File: src/verilog/fbs_defs.svh
`ifndef FBS_DEFS_SVH
`define FBS_DEFS_SVH

// ==========================================================
// function and exception codes
`define FBS_FN_READ_HOLD 8'h03
`define FBS_FN_WRITE_ONE 8'h06
`define FBS_FN_EXC_BIT 8'h80
`define FBS_EXC_NONE 8'h00
`define FBS_EXC_FUNC 8'h01
`define FBS_EXC_ADDR 8'h02
`define FBS_EXC_DATA 8'h03
`define FBS_EXC_EXEC 8'h04

// ==========================================================
// parameter map (register addresses on the serial link)
`define FBS_PAR_FIRST 16'h0909
`define FBS_PAR_DELAY 16'h0909
`define FBS_PAR_FREQ 16'h090a
`define FBS_PAR_SLOT0 16'h090b
`define FBS_PAR_SLOT15 16'h091a
`define FBS_PAR_DEC_METH 16'h091b
`define FBS_PAR_PLC_MASK 16'h091c
`define FBS_PAR_CO_SPEED 16'h091d
`define FBS_PAR_CO_WARN 16'h091e
`define FBS_PAR_CO_DEC 16'h091f
`define FBS_PAR_CO_NET 16'h0920
`define FBS_PAR_CO_PROF 16'h0921
`define FBS_PAR_CO_RSTMSK 16'h0922
`define FBS_PAR_DN_SPEED 16'h0923
`define FBS_PAR_DN_EXT 16'h0924
`define FBS_PAR_LAST 16'h0924
`define FBS_SLOTS 16
`define FBS_MAX_READ 16'h0010

// control windows, frequency command at window offset 01
`define FBS_WIN1_HI 8'h20
`define FBS_WIN2_HI 8'h60
`define FBS_WIN_FREQ 8'h01

// ==========================================================
// reset values and limits
`define FBS_RST_DELAY 16'h0014
`define FBS_RST_FREQ 16'h1770
`define FBS_RST_DEC_METH 16'h0001
`define FBS_RST_CO_DEC 16'h0001
`define FBS_RST_RSTMSK 16'hffff
`define FBS_RST_DN_SPEED 16'h0002
`define FBS_MAX_DELAY 16'h07d0
`define FBS_MAX_FREQ 16'he9fc
`define FBS_MAX_CO_SPEED 16'h0005
`define FBS_MAX_DN_STD 16'h0003
`define FBS_MAX_DN_EXT 16'h0008

// ==========================================================
// timing: one delay step and the clock period
`define FBS_STEP_NS 100000
`define FBS_CLK_NS 4

`endif

File: src/verilog/fbs_pkg.sv
package fbs_pkg;

	// gray path idle -> wait -> send
	typedef enum logic [1:0] {
		FBS_IDLE = 2'b00,
		FBS_WAIT = 2'b01,
		FBS_SEND = 2'b11
	} fbs_state_t;

	typedef enum logic [1:0] {
		FBS_TAIL_BODY = 2'b00,
		FBS_TAIL_CRCLO = 2'b01,
		FBS_TAIL_FINAL = 2'b11
	} fbs_tail_t;

endpackage

File: src/verilog/fbs_frame_chk.sv
`timescale 1ns/10ps
module fbs_frame_chk
	import fbs_pkg::*;
(
	input wire logic ref_clk_i,
	input wire logic arst_n_i,
	input wire logic clr_i,
	input wire logic en_i,
	input wire logic [7:0] byte_i,
	output logic [15:0] crc_q_o,
	output logic [15:0] crc_n_o,
	output logic [7:0] lrc_n_o
);

	logic [7:0] sum_reg;
	logic [15:0] c;

	// ==========================================================
	// crc-16 reflected, init all ones; lrc is negated byte sum
	always_comb begin
		c = crc_q_o ^ {8'h00, byte_i};
		for (int b = 0; b < 8; b++) begin
			if (c[0]) begin
				c = {1'b0, c[15:1]} ^ 16'ha001;
			end else begin
				c = {1'b0, c[15:1]};
			end
		end
		crc_n_o = c;
		lrc_n_o = 8'(8'h00 - 8'(sum_reg + byte_i));
	end

	always_ff @(posedge ref_clk_i or negedge arst_n_i) begin
		if (!arst_n_i) begin
			crc_q_o <= 16'hffff;
			sum_reg <= 8'h00;
		end else if (clr_i) begin
			crc_q_o <= 16'hffff;
			sum_reg <= 8'h00;
		end else if (en_i) begin
			crc_q_o <= crc_n_o;
			sum_reg <= 8'(sum_reg + byte_i);
		end
	end

endmodule

File: src/verilog/fbs_comm.sv
// Summary of operation
// - unserved request answered with function code bit 7 set, then code
// - exception one for an unsupported function code
// - exception two for an unsupported register address
// - exception three for an out-of-range data value
// - exception four when a known function cannot be executed
// - reply starts after a programmable delay, 0.1 ms steps, default 2.0 ms
// - last serial frequency command kept over power loss and reused
// - serial frequency write updates the stored frequency setting
// - sixteen 16-bit block slots, read as a group with function 03H
// - decoding method picks window 20xxh or 60xxh for link control
// - keypad, terminal and plc control ignore the decoding method
// - before each plc scan, mask bits clear frequency, torque, limit
// - canopen rate code 0..5 gives 1M, 500k, 250k, 125k, 100k, 50k
// - canopen warnings kept as separate sticky bits 0,1,3,4,5,6
// - read-only canopen network state, codes 0 to 5
// - read-only drive profile state, codes 0-4, 7, 13, 14
// - canopen reset clears register groups chosen by mask bits 0..3
// - canopen decoding: 0 vendor command set, 1 standard profile
// - devicenet rate codes, standard 0..3, extended 0..8
`timescale 1ns/10ps
`include "fbs_defs.svh"
module fbs_comm
	import fbs_pkg::*;
#(
	parameter int STEP_CYC = `FBS_STEP_NS / `FBS_CLK_NS
)
(
	input wire logic ref_clk_i,
	input wire logic arst_n_i,
	input wire logic rtu_mode_i,
	input wire logic req_valid_i,
	input wire logic [7:0] req_slave_i,
	input wire logic [7:0] req_func_i,
	input wire logic [15:0] req_addr_i,
	input wire logic [15:0] req_data_i,
	input wire logic req_exec_fail_i,
	output logic req_ready_o,
	output logic tx_valid_o,
	output logic [7:0] tx_byte_o,
	output logic tx_last_o,
	input wire logic tx_ready_i,
	input wire logic freq_src_serial_i,
	input wire logic nv_load_i,
	input wire logic [15:0] nv_freq_i,
	output logic [15:0] comm_freq_o,
	output logic ctrl_valid_o,
	output logic [7:0] ctrl_index_o,
	output logic [15:0] ctrl_data_o,
	input wire logic plc_scan_start_i,
	output logic plc_clr_freq_o,
	output logic plc_clr_torque_o,
	output logic plc_clr_limit_o,
	input wire logic [6:0] co_warn_evt_i,
	input wire logic co_warn_clr_i,
	input wire logic [2:0] co_net_state_i,
	input wire logic [3:0] co_prof_state_i,
	input wire logic co_reset_i,
	output logic [3:0] co_grp_clear_o,
	output logic co_std_profile_o,
	output logic [9:0] co_rate_kbps_o,
	output logic [9:0] dn_rate_kbps_o,
	output logic [7:0] comm_error_display_o
);

	fbs_state_t state_reg;
	fbs_tail_t tail_reg;
	logic [15:0] delay_reg, freq_reg, dec_meth_reg, plc_mask_reg;
	logic [15:0] co_speed_reg, co_warn_reg, co_dec_reg, co_net_reg;
	logic [15:0] co_prof_reg, co_rstmsk_reg, dn_speed_reg, dn_ext_reg;
	logic [15:0] slot_reg [`FBS_SLOTS];
	logic [7:0] rsp_slave_reg, rsp_func_reg, rsp_exc_reg;
	logic [15:0] rsp_base_reg, rsp_data_reg, rsp_cnt_reg;
	logic [5:0] idx_reg, plen_reg;
	logic [15:0] step_cnt_reg, tick_cnt_reg;
	logic [7:0] exc_next;
	logic take, accept, win_hit, par_hit, wr_ok;
	logic [16:0] rd_end;
	logic [15:0] crc_q, crc_n;
	logic [7:0] lrc_n;

	assign take = req_valid_i && req_ready_o;
	assign accept = tx_valid_o && tx_ready_i;

	// ==========================================================
	// parameter read mux, holes and unknown addresses read zero
	function automatic logic [15:0] rd_par(input logic [15:0] a);
		logic [15:0] v;
		v = 16'h0000;
		if (a >= `FBS_PAR_SLOT0 && a <= `FBS_PAR_SLOT15) begin
			v = slot_reg[4'(a - `FBS_PAR_SLOT0)];
		end else begin
			unique case (a)
				`FBS_PAR_DELAY: v = delay_reg;
				`FBS_PAR_FREQ: v = freq_reg;
				`FBS_PAR_DEC_METH: v = dec_meth_reg;
				`FBS_PAR_PLC_MASK: v = plc_mask_reg;
				`FBS_PAR_CO_SPEED: v = co_speed_reg;
				`FBS_PAR_CO_WARN: v = co_warn_reg;
				`FBS_PAR_CO_DEC: v = co_dec_reg;
				`FBS_PAR_CO_NET: v = co_net_reg;
				`FBS_PAR_CO_PROF: v = co_prof_reg;
				`FBS_PAR_CO_RSTMSK: v = co_rstmsk_reg;
				`FBS_PAR_DN_SPEED: v = dn_speed_reg;
				`FBS_PAR_DN_EXT: v = dn_ext_reg;
				default: v = 16'h0000;
			endcase
		end
		return v;
	endfunction

	// ==========================================================
	// request check
	always_comb begin
		exc_next = `FBS_EXC_NONE;
		rd_end = 17'(req_addr_i) + 17'(req_data_i) - 17'h00001;
		// only link and card control passes the window
		win_hit = (req_addr_i[15:8] == (dec_meth_reg[0] ?
			`FBS_WIN2_HI : `FBS_WIN1_HI));
		par_hit = req_addr_i >= `FBS_PAR_FIRST &&
			req_addr_i <= `FBS_PAR_LAST;
		if (req_func_i != `FBS_FN_READ_HOLD &&
			req_func_i != `FBS_FN_WRITE_ONE) begin
			exc_next = `FBS_EXC_FUNC;
		end else if (req_func_i == `FBS_FN_READ_HOLD) begin
			if (req_data_i == 16'h0000 || req_data_i > `FBS_MAX_READ) begin
				exc_next = `FBS_EXC_DATA;
			end else if (!par_hit || rd_end > 17'(`FBS_PAR_LAST)) begin
				exc_next = `FBS_EXC_ADDR;
			end
		end else if (win_hit) begin
			if (req_addr_i[7:0] == `FBS_WIN_FREQ &&
				req_data_i > `FBS_MAX_FREQ) begin
				exc_next = `FBS_EXC_DATA;
			end
		end else if (!par_hit) begin
			exc_next = `FBS_EXC_ADDR;
		end else begin
			unique case (req_addr_i)
				`FBS_PAR_CO_WARN, `FBS_PAR_CO_NET, `FBS_PAR_CO_PROF:
					exc_next = `FBS_EXC_EXEC;
				`FBS_PAR_DELAY:
					if (req_data_i > `FBS_MAX_DELAY) exc_next = `FBS_EXC_DATA;
				`FBS_PAR_FREQ:
					if (req_data_i > `FBS_MAX_FREQ) exc_next = `FBS_EXC_DATA;
				`FBS_PAR_DEC_METH, `FBS_PAR_CO_DEC, `FBS_PAR_DN_EXT:
					if (req_data_i > 16'h0001) exc_next = `FBS_EXC_DATA;
				`FBS_PAR_CO_SPEED:
					if (req_data_i > `FBS_MAX_CO_SPEED) begin
						exc_next = `FBS_EXC_DATA;
					end
				`FBS_PAR_DN_SPEED:
					if (req_data_i > (dn_ext_reg[0] ?
						`FBS_MAX_DN_EXT : `FBS_MAX_DN_STD)) begin
						exc_next = `FBS_EXC_DATA;
					end
				default: exc_next = `FBS_EXC_NONE;
			endcase
		end
		if (exc_next == `FBS_EXC_NONE && req_exec_fail_i) begin
			exc_next = `FBS_EXC_EXEC;
		end
		wr_ok = take && req_func_i == `FBS_FN_WRITE_ONE &&
			exc_next == `FBS_EXC_NONE;
	end

	// ==========================================================
	// writable parameters
	always_ff @(posedge ref_clk_i or negedge arst_n_i) begin
		if (!arst_n_i) begin
			delay_reg <= `FBS_RST_DELAY;
			dec_meth_reg <= `FBS_RST_DEC_METH;
			plc_mask_reg <= 16'h0000;
			co_speed_reg <= 16'h0000;
			co_dec_reg <= `FBS_RST_CO_DEC;
			co_rstmsk_reg <= `FBS_RST_RSTMSK;
			dn_speed_reg <= `FBS_RST_DN_SPEED;
			dn_ext_reg <= 16'h0000;
		end else if (wr_ok && par_hit) begin
			unique case (req_addr_i)
				`FBS_PAR_DELAY: delay_reg <= req_data_i;
				`FBS_PAR_DEC_METH: dec_meth_reg <= req_data_i;
				`FBS_PAR_PLC_MASK: plc_mask_reg <= req_data_i;
				`FBS_PAR_CO_SPEED: co_speed_reg <= req_data_i;
				`FBS_PAR_CO_DEC: co_dec_reg <= req_data_i;
				`FBS_PAR_CO_RSTMSK: co_rstmsk_reg <= req_data_i;
				`FBS_PAR_DN_SPEED: dn_speed_reg <= req_data_i;
				`FBS_PAR_DN_EXT: dn_ext_reg <= req_data_i;
				default: delay_reg <= delay_reg;
			endcase
		end
	end

	always_ff @(posedge ref_clk_i or negedge arst_n_i) begin
		if (!arst_n_i) begin
			for (int i = 0; i < `FBS_SLOTS; i++) slot_reg[i] <= 16'h0000;
		end else if (wr_ok && req_addr_i >= `FBS_PAR_SLOT0 &&
			req_addr_i <= `FBS_PAR_SLOT15) begin
			slot_reg[4'(req_addr_i - `FBS_PAR_SLOT0)] <= req_data_i;
		end
	end

	// frequency survives power loss through the external store
	always_ff @(posedge ref_clk_i or negedge arst_n_i) begin
		if (!arst_n_i) begin
			freq_reg <= `FBS_RST_FREQ;
		end else if (nv_load_i) begin
			freq_reg <= nv_freq_i;
		end else if (wr_ok && ((par_hit && req_addr_i == `FBS_PAR_FREQ) ||
			(win_hit && freq_src_serial_i &&
			req_addr_i[7:0] == `FBS_WIN_FREQ))) begin
			freq_reg <= req_data_i;
		end
	end

	always_ff @(posedge ref_clk_i or negedge arst_n_i) begin
		if (!arst_n_i) begin
			ctrl_valid_o <= 1'b0;
			ctrl_index_o <= 8'h00;
			ctrl_data_o <= 16'h0000;
		end else begin
			ctrl_valid_o <= wr_ok && win_hit;
			if (wr_ok && win_hit) begin
				ctrl_index_o <= req_addr_i[7:0];
				ctrl_data_o <= req_data_i;
			end
		end
	end

	// ==========================================================
	// canopen / devicenet state, plc and reset strobes
	always_ff @(posedge ref_clk_i or negedge arst_n_i) begin
		if (!arst_n_i) begin
			co_warn_reg <= 16'h0000;
		end else begin
			// a new event beats a clear in the same cycle
			co_warn_reg <= (co_warn_clr_i ? 16'h0000 : co_warn_reg) |
				{9'h000, co_warn_evt_i[6:3], 1'b0,
				co_warn_evt_i[1:0]};
		end
	end

	always_ff @(posedge ref_clk_i or negedge arst_n_i) begin
		if (!arst_n_i) begin
			co_net_reg <= 16'h0000;
			co_prof_reg <= 16'h0000;
		end else begin
			co_net_reg <= {13'h0000, co_net_state_i};
			co_prof_reg <= {12'h000, co_prof_state_i};
		end
	end

	always_ff @(posedge ref_clk_i or negedge arst_n_i) begin
		if (!arst_n_i) begin
			plc_clr_freq_o <= 1'b0;
			plc_clr_torque_o <= 1'b0;
			plc_clr_limit_o <= 1'b0;
			co_grp_clear_o <= 4'h0;
		end else begin
			plc_clr_freq_o <= plc_scan_start_i && plc_mask_reg[0];
			plc_clr_torque_o <= plc_scan_start_i && plc_mask_reg[1];
			plc_clr_limit_o <= plc_scan_start_i && plc_mask_reg[2];
			co_grp_clear_o <= co_reset_i ? co_rstmsk_reg[3:0] : 4'h0;
		end
	end

	always_ff @(posedge ref_clk_i or negedge arst_n_i) begin
		if (!arst_n_i) begin
			co_rate_kbps_o <= 10'd1000;
			dn_rate_kbps_o <= 10'd500;
			co_std_profile_o <= 1'b1;
			comm_freq_o <= `FBS_RST_FREQ;
		end else begin
			co_std_profile_o <= co_dec_reg[0];
			comm_freq_o <= freq_reg;
			unique case (co_speed_reg[2:0])
				3'h0: co_rate_kbps_o <= 10'd1000;
				3'h1: co_rate_kbps_o <= 10'd500;
				3'h2: co_rate_kbps_o <= 10'd250;
				3'h3: co_rate_kbps_o <= 10'd125;
				3'h4: co_rate_kbps_o <= 10'd100;
				default: co_rate_kbps_o <= 10'd50;
			endcase
			if (!dn_ext_reg[0]) begin
				unique case (dn_speed_reg[1:0])
					2'h0: dn_rate_kbps_o <= 10'd125;
					2'h1: dn_rate_kbps_o <= 10'd250;
					2'h2: dn_rate_kbps_o <= 10'd500;
					default: dn_rate_kbps_o <= 10'd1000;
				endcase
			end else begin
				unique case (dn_speed_reg[3:0])
					4'h0: dn_rate_kbps_o <= 10'd10;
					4'h1: dn_rate_kbps_o <= 10'd20;
					4'h2: dn_rate_kbps_o <= 10'd50;
					4'h3: dn_rate_kbps_o <= 10'd100;
					4'h4: dn_rate_kbps_o <= 10'd125;
					4'h5: dn_rate_kbps_o <= 10'd250;
					4'h6: dn_rate_kbps_o <= 10'd500;
					4'h7: dn_rate_kbps_o <= 10'd800;
					default: dn_rate_kbps_o <= 10'd1000;
				endcase
			end
		end
	end

	// ==========================================================
	// reply body byte by index
	function automatic logic [7:0] body(input logic [5:0] i);
		logic [15:0] w;
		logic [7:0] v;
		w = rd_par(16'(rsp_base_reg + {11'h000, 5'(6'(i - 6'd3) >> 1)}));
		v = 8'h00;
		if (i == 6'd0) begin
			v = rsp_slave_reg;
		end else if (i == 6'd1) begin
			v = rsp_func_reg;
		end else if (rsp_exc_reg != `FBS_EXC_NONE) begin
			v = rsp_exc_reg;
		end else if (rsp_func_reg == `FBS_FN_WRITE_ONE) begin
			unique case (i[1:0])
				2'h2: v = rsp_base_reg[15:8];
				2'h3: v = rsp_base_reg[7:0];
				2'h0: v = rsp_data_reg[15:8];
				default: v = rsp_data_reg[7:0];
			endcase
		end else if (i == 6'd2) begin
			v = {rsp_cnt_reg[6:0], 1'b0};
		end else begin
			v = i[0] ? w[15:8] : w[7:0];
		end
		return v;
	endfunction

	fbs_frame_chk u_chk (
		.ref_clk_i(ref_clk_i),
		.arst_n_i(arst_n_i),
		.clr_i(take),
		.en_i(accept && tail_reg == FBS_TAIL_BODY),
		.byte_i(tx_byte_o),
		.crc_q_o(crc_q),
		.crc_n_o(crc_n),
		.lrc_n_o(lrc_n)
	);

	// ==========================================================
	// reply sequencer
	always_ff @(posedge ref_clk_i or negedge arst_n_i) begin
		if (!arst_n_i) begin
			state_reg <= FBS_IDLE;
			tail_reg <= FBS_TAIL_BODY;
			req_ready_o <= 1'b1;
			tx_valid_o <= 1'b0;
			tx_byte_o <= 8'h00;
			tx_last_o <= 1'b0;
			idx_reg <= 6'd0;
			plen_reg <= 6'd0;
			step_cnt_reg <= 16'h0000;
			tick_cnt_reg <= 16'h0000;
			rsp_slave_reg <= 8'h00;
			rsp_func_reg <= 8'h00;
			rsp_exc_reg <= 8'h00;
			rsp_base_reg <= 16'h0000;
			rsp_data_reg <= 16'h0000;
			rsp_cnt_reg <= 16'h0000;
			comm_error_display_o <= 8'h00;
		end else begin
			unique case (state_reg)
				FBS_IDLE: if (take) begin
					state_reg <= FBS_WAIT;
					req_ready_o <= 1'b0;
					step_cnt_reg <= 16'h0000;
					tick_cnt_reg <= 16'h0000;
					rsp_slave_reg <= req_slave_i;
					rsp_base_reg <= req_addr_i;
					rsp_data_reg <= req_data_i;
					rsp_cnt_reg <= req_data_i;
					rsp_exc_reg <= exc_next;
					comm_error_display_o <= exc_next;
					if (exc_next != `FBS_EXC_NONE) begin
						rsp_func_reg <= req_func_i | `FBS_FN_EXC_BIT;
						plen_reg <= 6'd3;
					end else if (req_func_i == `FBS_FN_WRITE_ONE) begin
						rsp_func_reg <= req_func_i;
						plen_reg <= 6'd6;
					end else begin
						rsp_func_reg <= req_func_i;
						plen_reg <= 6'(6'd3 + {req_data_i[4:0], 1'b0});
					end
				end
				FBS_WAIT: begin
					// whole 0.1 ms steps counted before the first byte
					if (tick_cnt_reg >= delay_reg) begin
						state_reg <= FBS_SEND;
						tail_reg <= FBS_TAIL_BODY;
						idx_reg <= 6'd0;
						tx_valid_o <= 1'b1;
						tx_byte_o <= body(6'd0);
					end else if (step_cnt_reg == 16'(STEP_CYC - 1)) begin
						step_cnt_reg <= 16'h0000;
						tick_cnt_reg <= 16'(tick_cnt_reg + 16'h0001);
					end else begin
						step_cnt_reg <= 16'(step_cnt_reg + 16'h0001);
					end
				end
				FBS_SEND: if (accept) begin
					if (tail_reg == FBS_TAIL_FINAL) begin
						state_reg <= FBS_IDLE;
						tx_valid_o <= 1'b0;
						tx_last_o <= 1'b0;
						req_ready_o <= 1'b1;
					end else if (tail_reg == FBS_TAIL_CRCLO) begin
						tail_reg <= FBS_TAIL_FINAL;
						tx_byte_o <= crc_q[15:8];
						tx_last_o <= 1'b1;
					end else if (idx_reg != 6'(plen_reg - 6'd1)) begin
						idx_reg <= 6'(idx_reg + 6'd1);
						tx_byte_o <= body(6'(idx_reg + 6'd1));
					end else if (rtu_mode_i) begin
						tail_reg <= FBS_TAIL_CRCLO;
						tx_byte_o <= crc_n[7:0];
					end else begin
						tail_reg <= FBS_TAIL_FINAL;
						tx_byte_o <= lrc_n;
						tx_last_o <= 1'b1;
					end
				end
				default: state_reg <= FBS_IDLE;
			endcase
		end
	end

endmodule

File: config.mk
export PLATFORM = sky130hd
export DESIGN_NAME = fbs_comm
export DESIGN_NICKNAME = d
export VERILOG_FILES = /design/src/verilog/fbs_pkg.sv /design/src/verilog/fbs_frame_chk.sv /design/src/verilog/fbs_comm.sv
export VERILOG_INCLUDE_DIRS = /design/src /design/src/verilog
export SDC_FILE = /design/constraint.sdc
export NUM_CORES = 1
export LEC_CHECK = 0
export ABC_AREA = 0
export BUFFER_PORTS_ARGS = -buffer_cell sky130_fd_sc_hd__buf_2
export CORE_ASPECT_RATIO = 1.1
export CORE_UTILIZATION = 45
export CTS_CLUSTER_DIAMETER = 100
export CTS_CLUSTER_SIZE = 20
export DETAILED_ROUTE_END_ITERATION = 6
export GPL_ROUTABILITY_DRIVEN = 0
export PLACE_DENSITY_LB_ADDON = 0.05
export SLEW_MARGIN = 20
export SYNTH_ARGS = -nofsm -noshare
export SYNTH_HDL_FRONTEND = slang
export SYNTH_HIERARCHICAL = 1
export SYNTH_SLANG_ARGS = --single-unit
File: constraint.sdc
create_clock -name ref_clk_i -period 13.4 [get_ports ref_clk_i]
set_input_delay 2.68 -clock ref_clk_i [delete_from_list [all_inputs] [get_ports ref_clk_i]]
set_output_delay 2.68 -clock ref_clk_i [all_outputs]
set_load 0.01 [all_outputs]
== Yosys cells after proc, flatten, opt, wreduce, memory -nomap -nowiden ==
Memories as Yosys holds them, arrays and structs flattened.
Cells that the tools add are included.

* Register bits after elaboration: 631
* ROM bits: 80
* Bits of input ports: 89
* Word-level logic and storage cells: 318
* Memories: 1

* Add/sub/neg operators: 13
* Order comparisons: 17
* Equal/unequal tests: 59
* Muxes and demuxes: 98
* Bitwise gates (word level): 12
* Reductions and logical operators: 62

{| class="wikitable"
|+ Memories
! name !! depth !! bits a word !! read ports !! clocked after Yosys merged registers in !! wr ports !! RTL line !! text
|-
| (name not given) || 8 || 10 || 1 || 0 || 0 || fbs_comm.sv:292 || <nowiki>unique case (dn_speed_reg[3:0])</nowiki>
|}

{| class="wikitable"
|+ Operators with widths
! kind !! number
|-
| $eq A16 B12 Y1 const B || 24
|-
| $mux W16 || 22
|-
| $bwmux W256 || 1
|-
| $pmux W16 S12 || 1
|-
| $mux W8 || 20
|-
| $bmux W16 S4 || 1
|-
| $demux W16 S4 || 1
|-
| $pmux W16 S2 || 2
|-
| $pmux W10 S5 || 1
|-
| $ge A16 B12 Y1 const B || 3
|-
| $le A16 B12 Y1 const B || 3
|-
| $mux W6 || 7
|-
| $mux W2 || 17
|-
| $add A16 B1 Y16 const B || 2
|-
| $pmux W10 S3 || 1
|-
| $not A2 Y3 || 8
|-
| $pmux W8 S3 || 1
|-
| $reduce_and A4 Y1 || 6
|-
| $logic_and A1 B1 Y1 || 22
|-
| $mux W10 || 2
|-
| $ne A2 B2 Y1 const B || 9
|-
| $pmux W3 S6 || 1
|-
| $reduce_and A2 Y1 || 9
|-
| $add A16 B16 Y17 || 1
|-
| 61 further kinds || 96
|}

== Longest topological paths before layout ==
Gate-level depths: netlist of the first run.

* Depth after elaboration: 23
* Mapped depth: 22
* Mapped depth without buffers: 18

== Cells and area by module ==
The synthesis of the first run kept the hierarchy.

{| class="wikitable"
|+ Modules (own cells, without submodules)
! module !! times used !! cells each !! area an instance (µm²)
|-
| fbs_comm || 1 || 2882 || 28876.4
|-
| fbs_frame_chk || 1 || 153 || 1612.8
|}

== Worst setup path after synthesis of the first run ==
No wires, ideal clock.

* Path type: input -> register
* Start: input port req_data_i[2]
* End: register rsp_func_reg[7]
* Library setup time: 0.125 ns
* Data arrival time: 6.373 ns
* Data required time: 13.275 ns
* Setup slack: 6.903 ns
* Cell stages on the path: 16
* Cells stage by stage: clkbuf_1 > inv_1 > clkbuf_1 > ha_1 > inv_1 > fa_1 > a21o_1 > a21oi_1 > o21bai_1 > a2111oi_0 > nor3_1 > xnor2_1 > a31oi_1 > o31ai_1 > or4b_1 > mux2_2

* Cells in the longest elaborated chain, start to end: 13

{| class="wikitable"
|+ Ends and longest elaborated chain
! item !! RTL line !! text
|-
| from (decl) || fbs_comm.sv:36 || <nowiki>input wire logic [15:0] req_data_i,</nowiki>
|-
| $add A16 B16 Y17 || fbs_comm.sv:116 || <nowiki>rd_end = 17'(req_addr_i) + 17'(req_data_i) - 17'h00001;</nowiki>
|-
| $sub A17 B1 Y17 || fbs_comm.sv:116 ||
|-
| $gt A17 B12 Y1 || fbs_comm.sv:128 || <nowiki>end else if (!par_hit || rd_end > 17'(`FBS_PAR_LAST)) begin</nowiki>
|-
| $logic_or A1 B1 Y1 || fbs_comm.sv:128 ||
|-
| $mux W2 || fbs_comm.sv:128 ||
|-
| $mux W8 || fbs_comm.sv:126 || <nowiki>if (req_data_i == 16'h0000 || req_data_i > `FBS_MAX_READ) begin</nowiki>
|-
| $mux W8 (*) || fbs_comm.sv:125 || <nowiki>end else if (req_func_i == `FBS_FN_READ_HOLD) begin</nowiki>
|-
| $mux W8 (*) || fbs_comm.sv:122 || <nowiki>if (req_func_i != `FBS_FN_READ_HOLD &&</nowiki>
|-
| $logic_not A8 Y1 (no source line) || - ||
|-
| $logic_and A1 B1 Y1 || fbs_comm.sv:160 || <nowiki>if (exc_next == `FBS_EXC_NONE && req_exec_fail_i) begin</nowiki>
|-
| $mux W8 (*) || fbs_comm.sv:160 ||
|-
| $reduce_bool A8 Y1 (no source line) (*) || - ||
|-
| $mux W8 (*) || fbs_comm.sv:380 || <nowiki>if (exc_next != `FBS_EXC_NONE) begin</nowiki>
|-
| to (signal assigned) || fbs_comm.sv:381 || <nowiki>rsp_func_reg <= req_func_i | `FBS_FN_EXC_BIT;</nowiki>
|-
| to (signal assigned) || fbs_comm.sv:384 || <nowiki>rsp_func_reg <= req_func_i;</nowiki>
|-
| to (signal assigned) || fbs_comm.sv:387 || <nowiki>rsp_func_reg <= req_func_i;</nowiki>
|-
| to (decl) || fbs_comm.sv:72 || <nowiki>logic [7:0] rsp_slave_reg, rsp_func_reg, rsp_exc_reg;</nowiki>
|}

Every way passes the cells marked *; elsewhere a longest branch is shown, timed or not.
A chain may end at the register's enable or synchronous reset.

== Worst setup path after layout of the first run ==
* Start: register idx_reg[0]
* End: register tx_byte_o[0]

* Cells in the longest elaborated chain, start to end: 20

{| class="wikitable"
|+ Ends and longest elaborated chain
! item !! RTL line !! text
|-
| from (decl) || fbs_comm.sv:74 || <nowiki>logic [5:0] idx_reg, plen_reg;</nowiki>
|-
| from (signal assigned) || fbs_comm.sv:417 || <nowiki>idx_reg <= 6'(idx_reg + 6'd1);</nowiki>
|-
| $add A6 B1 Y6 || fbs_comm.sv:418 || <nowiki>tx_byte_o <= body(6'(idx_reg + 6'd1));</nowiki>
|-
| $sub A6 B2 Y6 || fbs_comm.sv:312 || <nowiki>w = rd_par(16'(rsp_base_reg + {11'h000, 5'(6'(i - 6'd3) >> 1)}));</nowiki>
|-
| $add A16 B5 Y16 || fbs_comm.sv:312 ||
|-
| $sub A4 B4 Y4 (no source line) || - ||
|-
| $not A4 Y5 || fbs_comm.sv:91 || <nowiki>v = slot_reg[4'(a - `FBS_PAR_SLOT0)];</nowiki>
|-
| $bmux W16 S4 || fbs_comm.sv:91 ||
|-
| $mux W16 (2 in series) || fbs_comm.sv:91 ||
|-
| $mux W16 || fbs_comm.sv:90 || <nowiki>if (a >= `FBS_PAR_SLOT0 && a <= `FBS_PAR_SLOT15) begin</nowiki>
|-
| (+3 left out) || - ||
|-
| $mux W8 || fbs_comm.sv:318 || <nowiki>end else if (rsp_exc_reg != `FBS_EXC_NONE) begin</nowiki>
|-
| $mux W8 || fbs_comm.sv:316 || <nowiki>end else if (i == 6'd1) begin</nowiki>
|-
| $mux W8 || fbs_comm.sv:314 || <nowiki>if (i == 6'd0) begin</nowiki>
|-
| $mux W8 (*) || fbs_comm.sv:416 || <nowiki>end else if (idx_reg != 6'(plen_reg - 6'd1)) begin</nowiki>
|-
| $mux W8 (*) || fbs_comm.sv:412 || <nowiki>end else if (tail_reg == FBS_TAIL_CRCLO) begin</nowiki>
|-
| $mux W8 (*) || fbs_comm.sv:407 || <nowiki>if (tail_reg == FBS_TAIL_FINAL) begin</nowiki>
|-
| $mux W8 (*) || fbs_comm.sv:406 || <nowiki>FBS_SEND: if (accept) begin</nowiki>
|-
| $pmux W8 S2 (*) || fbs_comm.sv:368 || <nowiki>unique case (state_reg)</nowiki>
|-
| to (signal assigned) || fbs_comm.sv:414 || <nowiki>tx_byte_o <= crc_q[15:8];</nowiki>
|-
| to (signal assigned) || fbs_comm.sv:418 ||
|-
| to (signal assigned) || fbs_comm.sv:421 || <nowiki>tx_byte_o <= crc_n[7:0];</nowiki>
|-
| to (decl) || fbs_comm.sv:40 || <nowiki>output logic [7:0] tx_byte_o,</nowiki>
|}

Every way passes the cells marked *; elsewhere a longest branch is shown, timed or not. The select of a mux whose other input is x is not followed.

==> results of run 1 <==
[critical path: stages (launching register included)]
cell	delay, ns
dfrtp_1	0.37
buf_4	0.23
inv_2	0.59
ha_1	0.58
xor2_1	0.23
xnor2_1	0.18
fa_1	0.54
a211oi_1	0.43
o21ba_2	0.22
nor2_1	0.08
nor4_1	0.54
nand4_1	0.38
nor2_1	0.63
a221oi_1	0.21
a2111oi_1	1.06
o21ai_0	0.25
a21oi_1	0.20
[power breakdown]
group | leakage (nW) | internal [mW] | total [mW] | switching [mW]
Combinational | 6.67 | 0.955 | 2.58 | 1.63
Clock | 0.538 | 0.564 | 1.20 | 0.639
Sequential | 8.10 | 1.96 | 2.09 | 0.123
Total | 15.3 | 3.48 | 5.87 | 2.39
[layout make-up]
cell class	instances	area, sq um
multi-input combinational	2098	13810
fill	6183	33380
timing repair buffer	226	1333
inverter	122	457.9
clock inverter	5	67.56
antenna	3	7.507
tap	858	1074
clock buffer	57	1042
sequential	615	15470
[path summary, 6_finish.rpt]
check                             startpoint           endpoint  slack, ns
max in group asynchronous           arst_n_i      slot_reg[230]       9.07
worst min register to register  freq_reg[10]    comm_freq_o[10]       0.38
worst min-delay path            freq_reg[10]    comm_freq_o[10]       0.38
min in group asynchronous           arst_n_i  dn_rate_kbps_o[0]       2.12
worst max-delay path              idx_reg[0]       tx_byte_o[0]       6.59
worst max register to register    idx_reg[0]       tx_byte_o[0]       6.59
[layer usage]
layer  share of wire  vias up  GRT usage
li1                -    10756          -
met1            0.43    11570     0.3489
met2            0.49      602     0.4640
met3           0.042      164    0.02772
met4           0.039        4     0.1004
met5         0.00037        -          0
==> flow_summary.yaml, run 1 <==
outcome:
  status: "completed"
cells_and_area:
  drive_gt1_frac: 0.1537
  largest_reg_flops: 256
  final_util: 0.4991
  nets: 3278
  stdcell_area_sq_um: 33260
  final_cell_mix: "dfrtp_1, nand2_1, o21ai_0"
  syn2layout_area_growth_pct: 9.121
  layout_commonest_cell: "dfrtp_1"
  stdcell_count: 3984
clocking:
  clkSlewWorstSetupHoldPaths_ns: 0.09
  clock_path_buffers: 3
  htree_levels: 2
  postCtsHoldBufs: 0
  cts.sinks: 615
  post_cts_buffers: 0
  cts_resized: 0
  clock_latency_ns: 0.58
  root_buffer: "clkbuf_16"
  numCtsBuffers: 37
  cts_tree: "built"
floorplan:
  io_pins: 177
  die_area_sq_um: 68780
  num_rows: 99
  start_util: 0.4574
  die_h_um: 275.0
  coreArea_sq_um: 66640
  die_w_um: 250.2
pwr:
  p_leak_nw: 15.30
  power.density_nw_per_um2: 176.6
  total_power_mw: 5.874
  ir_drop_mv: 0.2790
sta:
  hold_slack_ns: 0.3837
  skew_ns: 0.01843
  fin_crit_sh: 0.5080
  slew_violations: 0
  worst_pin_slew_ns: 1.147
  rsz0062_at_grt: "false"
  setup_slack_ns: 6.593
  max_freq_mhz: 146.9
  hold_viol: 0
  finalSetupTns_ns: 0
  max_slew_margin: 0.2332
  setup_violations: 0
  period_minus_slack_ns: 6.807
yosys:
  synth_warnings: 6
  synth_area_per_cell_sq_um: 10.05
  synth.cell_area_sq_um: 30480
  syn_inst: 3033
detailed_routing:
  wl_per_cell_um: 22.90
  drt_wl_total_mm: 91.23
  first_iter_violations: 2118
  drtAntennaViolNets: 0
  vias: 23096
  via_per_inst: 5.797
  drt_first_pass_iters: 7
  drc_errors: 0
hold_path:
  hold_path_class: "reg -> reg"
  hold_depth: 0
place:
  port_buffers: 169
  placedCellCount: 3918
  dp_slack_ns: 6.314
  dpl_cell_area_sq_um: 32110
  place.detailed.hpwl_mm: 63.09
grt:
  grt_pass1_wl_mm: 140.7
  grt_max_degree: 180
  grt-ovfl-total: 0
  antenna_found_initial: 10
  grt_pass1_vias: 23067
  grt_use_total: 0.2682
setup_path:
  required_ns: 13.92
  reg2reg_depth: 16
  crit_type: "reg -> reg"
  endpoint_kind: "flop"
  cp_max_fo: 22
  worstSetupStartpointType: "flop"
  critPathArrivalTime_ns: 7.32
job:
  drv_cap: 0
(Power assumes the default switching activity.)
==> inputs of run 2 (changes only) <==
clock period = 6.65 ns   (was 13.4 ns; I/O delays follow)
==> run 2 against run 1 <==
Effect of this change: final area up 0.18%; first-iteration DRC count down 8.2%; largest power group unchanged; clock power up 100%.
==> flow_summary.yaml, run 2 (same netlist as run 1, synthesis figures left out) <==
clocking:
  post_cts_buffers: 0
  clock_path_buffers: 3
  postCtsHoldBufs: 0
  clkSlewWorstSetupHoldPaths_ns: 0.10
  cts_resized: 0
  numCtsBuffers: 37
  cts.sinks: 615
  root_buffer: "clkbuf_16"
  htree_levels: 2
  clock_latency_ns: 0.60
  cts_tree: "built"
detailed_routing:
  vias: 23240
  first_iter_violations: 1945
  wl_per_cell_um: 23.04
  drt_wl_total_mm: 92.11
  via_per_inst: 5.813
  drc_errors: 0
  drtAntennaViolNets: 0
  drt_first_pass_iters: 6
setup_path:
  worstPathCellList: "inv_2 -> ha_1 -> xor2_1 -> xnor2_1 -> fa_1 -> a211oi_1 -> o21ba_2 -> nor2_1 -> nor4_1 -> nand4_1 -> nor2_1 -> a221oi_1 -> a2111oi_0 -> buf_4 -> o21ai_0 -> a21oi_1"
  critPathSlowestCell: "nor2_1"
  endpoint_kind: "flop"
  worstSetupStartpointType: "flop"
  cp_common_cell: "nor2_1"
  crit_type: "reg -> reg"
  required_ns: 7.18
  cp_max_fo: 12
  cpPeakStageDelay_ns: 0.62
  critPathArrivalTime_ns: 6.24
grt:
  busiest_layer: "met2"
  met2_usage: 0.4548
  antenna_found_initial: 10
  use_met1: 0.3461
  grt-ovfl-total: 0
  grt_pass1_wl_mm: 141.2
  grt_pass1_vias: 22937
  grt_use_total: 0.2690
  use_met3: 0.03274
  grt_max_degree: 158
sta:
  setup_violations: 0
  fin_crit_sh: 0.8581
  slew_violations: 0
  max_slew_margin: 0.2990
  period_minus_slack_ns: 5.706
  rsz0062_at_grt: "false"
  hold_viol: 0
  setup_slack_ns: 0.9439
  skew_ns: 0.01518
  max_freq_mhz: 175.3
  worst_pin_slew_ns: 1.048
  finalSetupTns_ns: 0
cells_and_area:
  syn2layout_area_growth_pct: 9.314
  final_util: 0.5000
  drive_gt1_frac: 0.1566
  layout_commonest_cell: "dfrtp_1"
  final_cell_mix: "dfrtp_1, nand2_1, o21ai_0"
  nets: 3291
  largest_reg_flops: 256
outcome:
  status: "completed"
pwr:
  seq_power_share: 0.352
  power.density_nw_per_um2: 358.5
  swShare: 0.4106
  p_leak_nw: 15.34
  ir_drop_mv: 0.4753
  p_clk_frac: 0.202
  p_switching_mw: 4.905
  combinationalPowerShare: 0.446
  p_int_mw: 7.041
floorplan:
  coreArea_sq_um: 66640
  die_area_sq_um: 68780
  start_util: 0.4574
  num_rows: 99
  io_pins: 177
  die_w_um: 250.2
  die_h_um: 275.0
job:
  drv_cap: 0
hold_path:
  hold_path_class: "reg -> reg"
place:
  port_buffers: 169
  place.detailed.hpwl_mm: 64.35
  dp_slack_ns: 1.049
run 2: final timing paths:
path / from / endpoint / slack, ns / cells after the start
setup / recovery: idx_reg[0] / tx_byte_o[0] / 0.94 / 16
hold / removal: freq_reg[5] / comm_freq_o[5] / 0.39 / 0
setup reg to reg: idx_reg[0] / tx_byte_o[0] / 0.94 / 16
hold reg to reg: freq_reg[5] / comm_freq_o[5] / 0.39 / 0
max in group asynchronous: arst_n_i / slot_reg[148] / 4.54 / 2
min in group asynchronous: arst_n_i / dn_rate_kbps_o[0] / 0.73 / 1
run 2: metal layers:
layer | vias to the layer above | routed length, um | part of all wire
met5 | - | 41 | 0.00045
met4 | 6 | 4199 | 0.046
met3 | 188 | 4091 | 0.044
met2 | 644 | 45040 | 0.49
met1 | 11630 | 38730 | 0.42
li1 | 10772 | - | -
run 2: area by class of cell:
| class | instances | area (sq um) |
|---|---|---|
| Sequential cell | 615 | 15470 |
| Timing Repair Buffer | 239 | 1419 |
| Fill cell | 6177 | 33320 |
| Inverter | 122 | 457.9 |
| Clock inverter | 5 | 45.04 |
| Clock buffer | 56 | 1039 |
| Tap cell | 858 | 1074 |
| Antenna cell | 5 | 12.51 |
| Multi-Input combinational cell | 2098 | 13800 |
run 2: critical path, delay by kind of cell (launching register included):
family	cells	cell delay (ns)
AOI/OAI and AO/OA	6	1.69
DFF	1	0.39
adders and majority gates	2	1.03
and+or+nand+nor	4	1.63
xor gates and xnor gates	2	0.39
buffers and inverters	2	0.50
run 2: through the flow:
stage               cell area (sq um)  hold WS [ns]  instances  total power, mW
global route                    33320        0.3931       3998            12.54
detailed placement              32220        0.3741       3932            9.610
global placement                32210        0.3713       3932            9.569
CTS                             33310        0.3861       3993            12.05
floorplan                       30500        0.3586       3037            7.809
finish                          33320        0.3853       3998            11.95
run 2: power groups by stage:
stage                     Clock [mW]  Sequential (mW)  Combinational [mW]
after floorplan                    0             4.18                3.63
after global placement             0             4.27                5.30
after detailed placement           0             4.28                5.33
after CTS                       2.49             4.20                5.35
after global routing            2.62             4.24                5.69
final                           2.41             4.20                5.33
==> inputs of run 3 (changes only) <==
clock period = 6.4 ns   (was 6.65 ns; I/O delays follow)
==> run 3 against run 2 <==
Effect of this change: critical endpoint unchanged; sequential cell count unchanged; largest cell class unchanged; sequential share of layout area about the same; sequential power up 4%.
==> flow_summary.yaml, run 3 (same netlist as run 1, synthesis figures left out) <==
place:
  place.detailed.hpwl_mm: 64.78
  dp_slack_ns: 0.2772
  placedCellCount: 3928
  port_buffers: 169
floorplan:
  die_w_um: 250.2
  start_util: 0.4574
  num_rows: 99
  coreArea_sq_um: 66640
  io_pins: 177
  die_h_um: 275.0
  die_area_sq_um: 68780
setup_path:
  endpoint_kind: "flop"
  worstPathBufferInverterCount: 3
  rrSetupSlack_ns: 0.55
  crit_type: "reg -> reg"
  reg2reg_depth: 18
  critPathArrivalTime_ns: 6.36
  cpPeakStageDelay_ns: 0.71
  cp_num_cells: 18
  r2r-end: "tx_byte_o[0]"
  startpoint: "idx_reg[0]"
  critPathSlowestCell: "a2111oi_1"
  cp_max_fo: 21
  rr_startpoint: "idx_reg[0]"
  worstSetupStartpointType: "flop"
  required_ns: 6.91
  crit_family: "compound AO/OA/AOI/OAI gates"
  worstPathCellList: "buf_4 -> ha_1 -> inv_1 -> a31oi_1 -> o21ai_0 -> xnor2_1 -> ha_1 -> a211o_1 -> nor3_1 -> o41ai_1 -> nor4_1 -> nand4_1 -> nor2_2 -> a221oi_1 -> a2111oi_1 -> buf_4 -> o21ai_0 -> a21oi_1"
grt:
  use_met1: 0.3425
  use_met3: 0.03397
  met2_usage: 0.4606
  grt_pass1_vias: 23360
  antenna_found_initial: 9
  busiest_layer: "met2"
  grt_pass1_wl_mm: 140.8
  grt_use_total: 0.2676
  grt-ovfl-total: 0
  grt_max_degree: 154
pwr:
  combinationalPowerShare: 0.447
  seq_power_share: 0.351
  ir_drop_mv: 0.4887
  power.density_nw_per_um2: 373.7
  swShare: 0.4086
  p_leak_nw: 15.34
  p_int_mw: 7.365
  p_clk_frac: 0.202
  p_switching_mw: 5.089
cells_and_area:
  stdcell_count: 3992
  drive_gt1_frac: 0.1568
  syn2layout_area_growth_pct: 9.330
  largest_reg_flops: 256
  multi_input_area_sq_um: 13820
  final_cell_mix: "dfrtp_1, nand2_1, o21ai_0"
  seqCellArea_sq_um: 15470
  layout_commonest_cell: "dfrtp_1"
  n_fill_cell: 6202
  nets: 3287
clocking:
  clkSlewWorstSetupHoldPaths_ns: 0.10
  cts_tree: "built"
  clock_path_buffers: 3
  numCtsBuffers: 37
  clock_latency_ns: 0.60
  cts.sinks: 615
  root_buffer: "clkbuf_16"
  htree_levels: 2
  postCtsHoldBufs: 0
sta:
  fin_crit_sh: 0.9134
  max_slew_margin: 0.2642
  period_minus_slack_ns: 5.846
  worst_pin_slew_ns: 1.101
  setup_violations: 0
  rsz0062_at_grt: "false"
  finalSetupTns_ns: 0
  hold_slack_ns: 0.3791
  skew_ns: 0.02343
  hold_viol: 0
  setup_slack_ns: 0.5540
  max_freq_mhz: 171.1
  slew_violations: 0
hold_path:
  hold_path_class: "reg -> reg"
  hold_depth: 0
  min_to: "co_std_profile_o"
  hold_start: "co_dec_reg[0]"
outcome:
  status: "completed"
detailed_routing:
  drt_wl_total_mm: 91.07
  drt_first_pass_iters: 7
  vias: 23012
  via_per_inst: 5.765
  drc_errors: 0
  drtAntennaViolNets: 0
  wl_per_cell_um: 22.81
  first_iter_violations: 1932
job:
  drv_cap: 0
[run 3: changes by cell type in the layout (fill, tap and decap cells not counted), moves of 2 or more]
cell / delta
nand2_1: -5
nand2_2: +5
inv_8: +2
diode_2: -3
clkbuf_1: +4
clkinvlp_4: -2
buf_4: -5
clkbuf_8: -2
[run 3: cell type report]
type | count | share of cell area
Clock inverter | 4 | 0.002065
Antenna cell | 2 | 0.0001502
Timing Repair Buffer | 235 | 0.04205
Clock buffer | 58 | 0.03079
Multi-Input combinational cell | 2098 | 0.4148
Tap cell | 858 | 0.03221
Sequential cell | 615 | 0.4642
Inverter | 122 | 0.01374
[run 3: layer usage]
metal  wire [um]  vias up
li1            -    10754
met1       38460    11427
met2       44720      659
met3        4158      168
met4        3704        4
met5          26        -
[run 3: metrics by stage]
step | power (mW) | util | cell area [sq um]
CTS | 12.54 | 0.4996 | 33300
detailed placement | 9.985 | 0.4832 | 32200
global placement | 9.916 | 0.4831 | 32190
finish | 12.45 | 0.5001 | 33330
global route | 13.08 | 0.5000 | 33320
floorplan | 8.114 | - | 30500
[run 3: what timing repair did]
| action | CTS | global route |
|---|---|---|
| buffers inserted | 0 | 0 |
| setup endpoints to repair | 0 | 1 |
| hold endpoints to repair | 0 | 0 |
| gates resized for setup | 0 | 2 |
[run 3: power by group through the flow]
stage | sequential (mW) | clock [mW] | combinational [mW]
3_5_place_dp | 4.44 | 0 | 5.54
5_1_grt | 4.40 | 2.73 | 5.95
2_1_floorplan | 4.34 | 0 | 3.77
6_report | 4.37 | 2.52 | 5.56
4_1_cts | 4.37 | 2.60 | 5.56
3_3_place_gp | 4.43 | 0 | 5.48
[run 3: worst max-delay path by stage]
stage,end
final,tx_byte_o[0]
after global routing,tx_byte_o[0]
after CTS,tx_byte_o[0]
after detailed placement,tx_byte_o[0]
after global placement,tx_byte_o[0]
after floorplan,tx_byte_o[0]
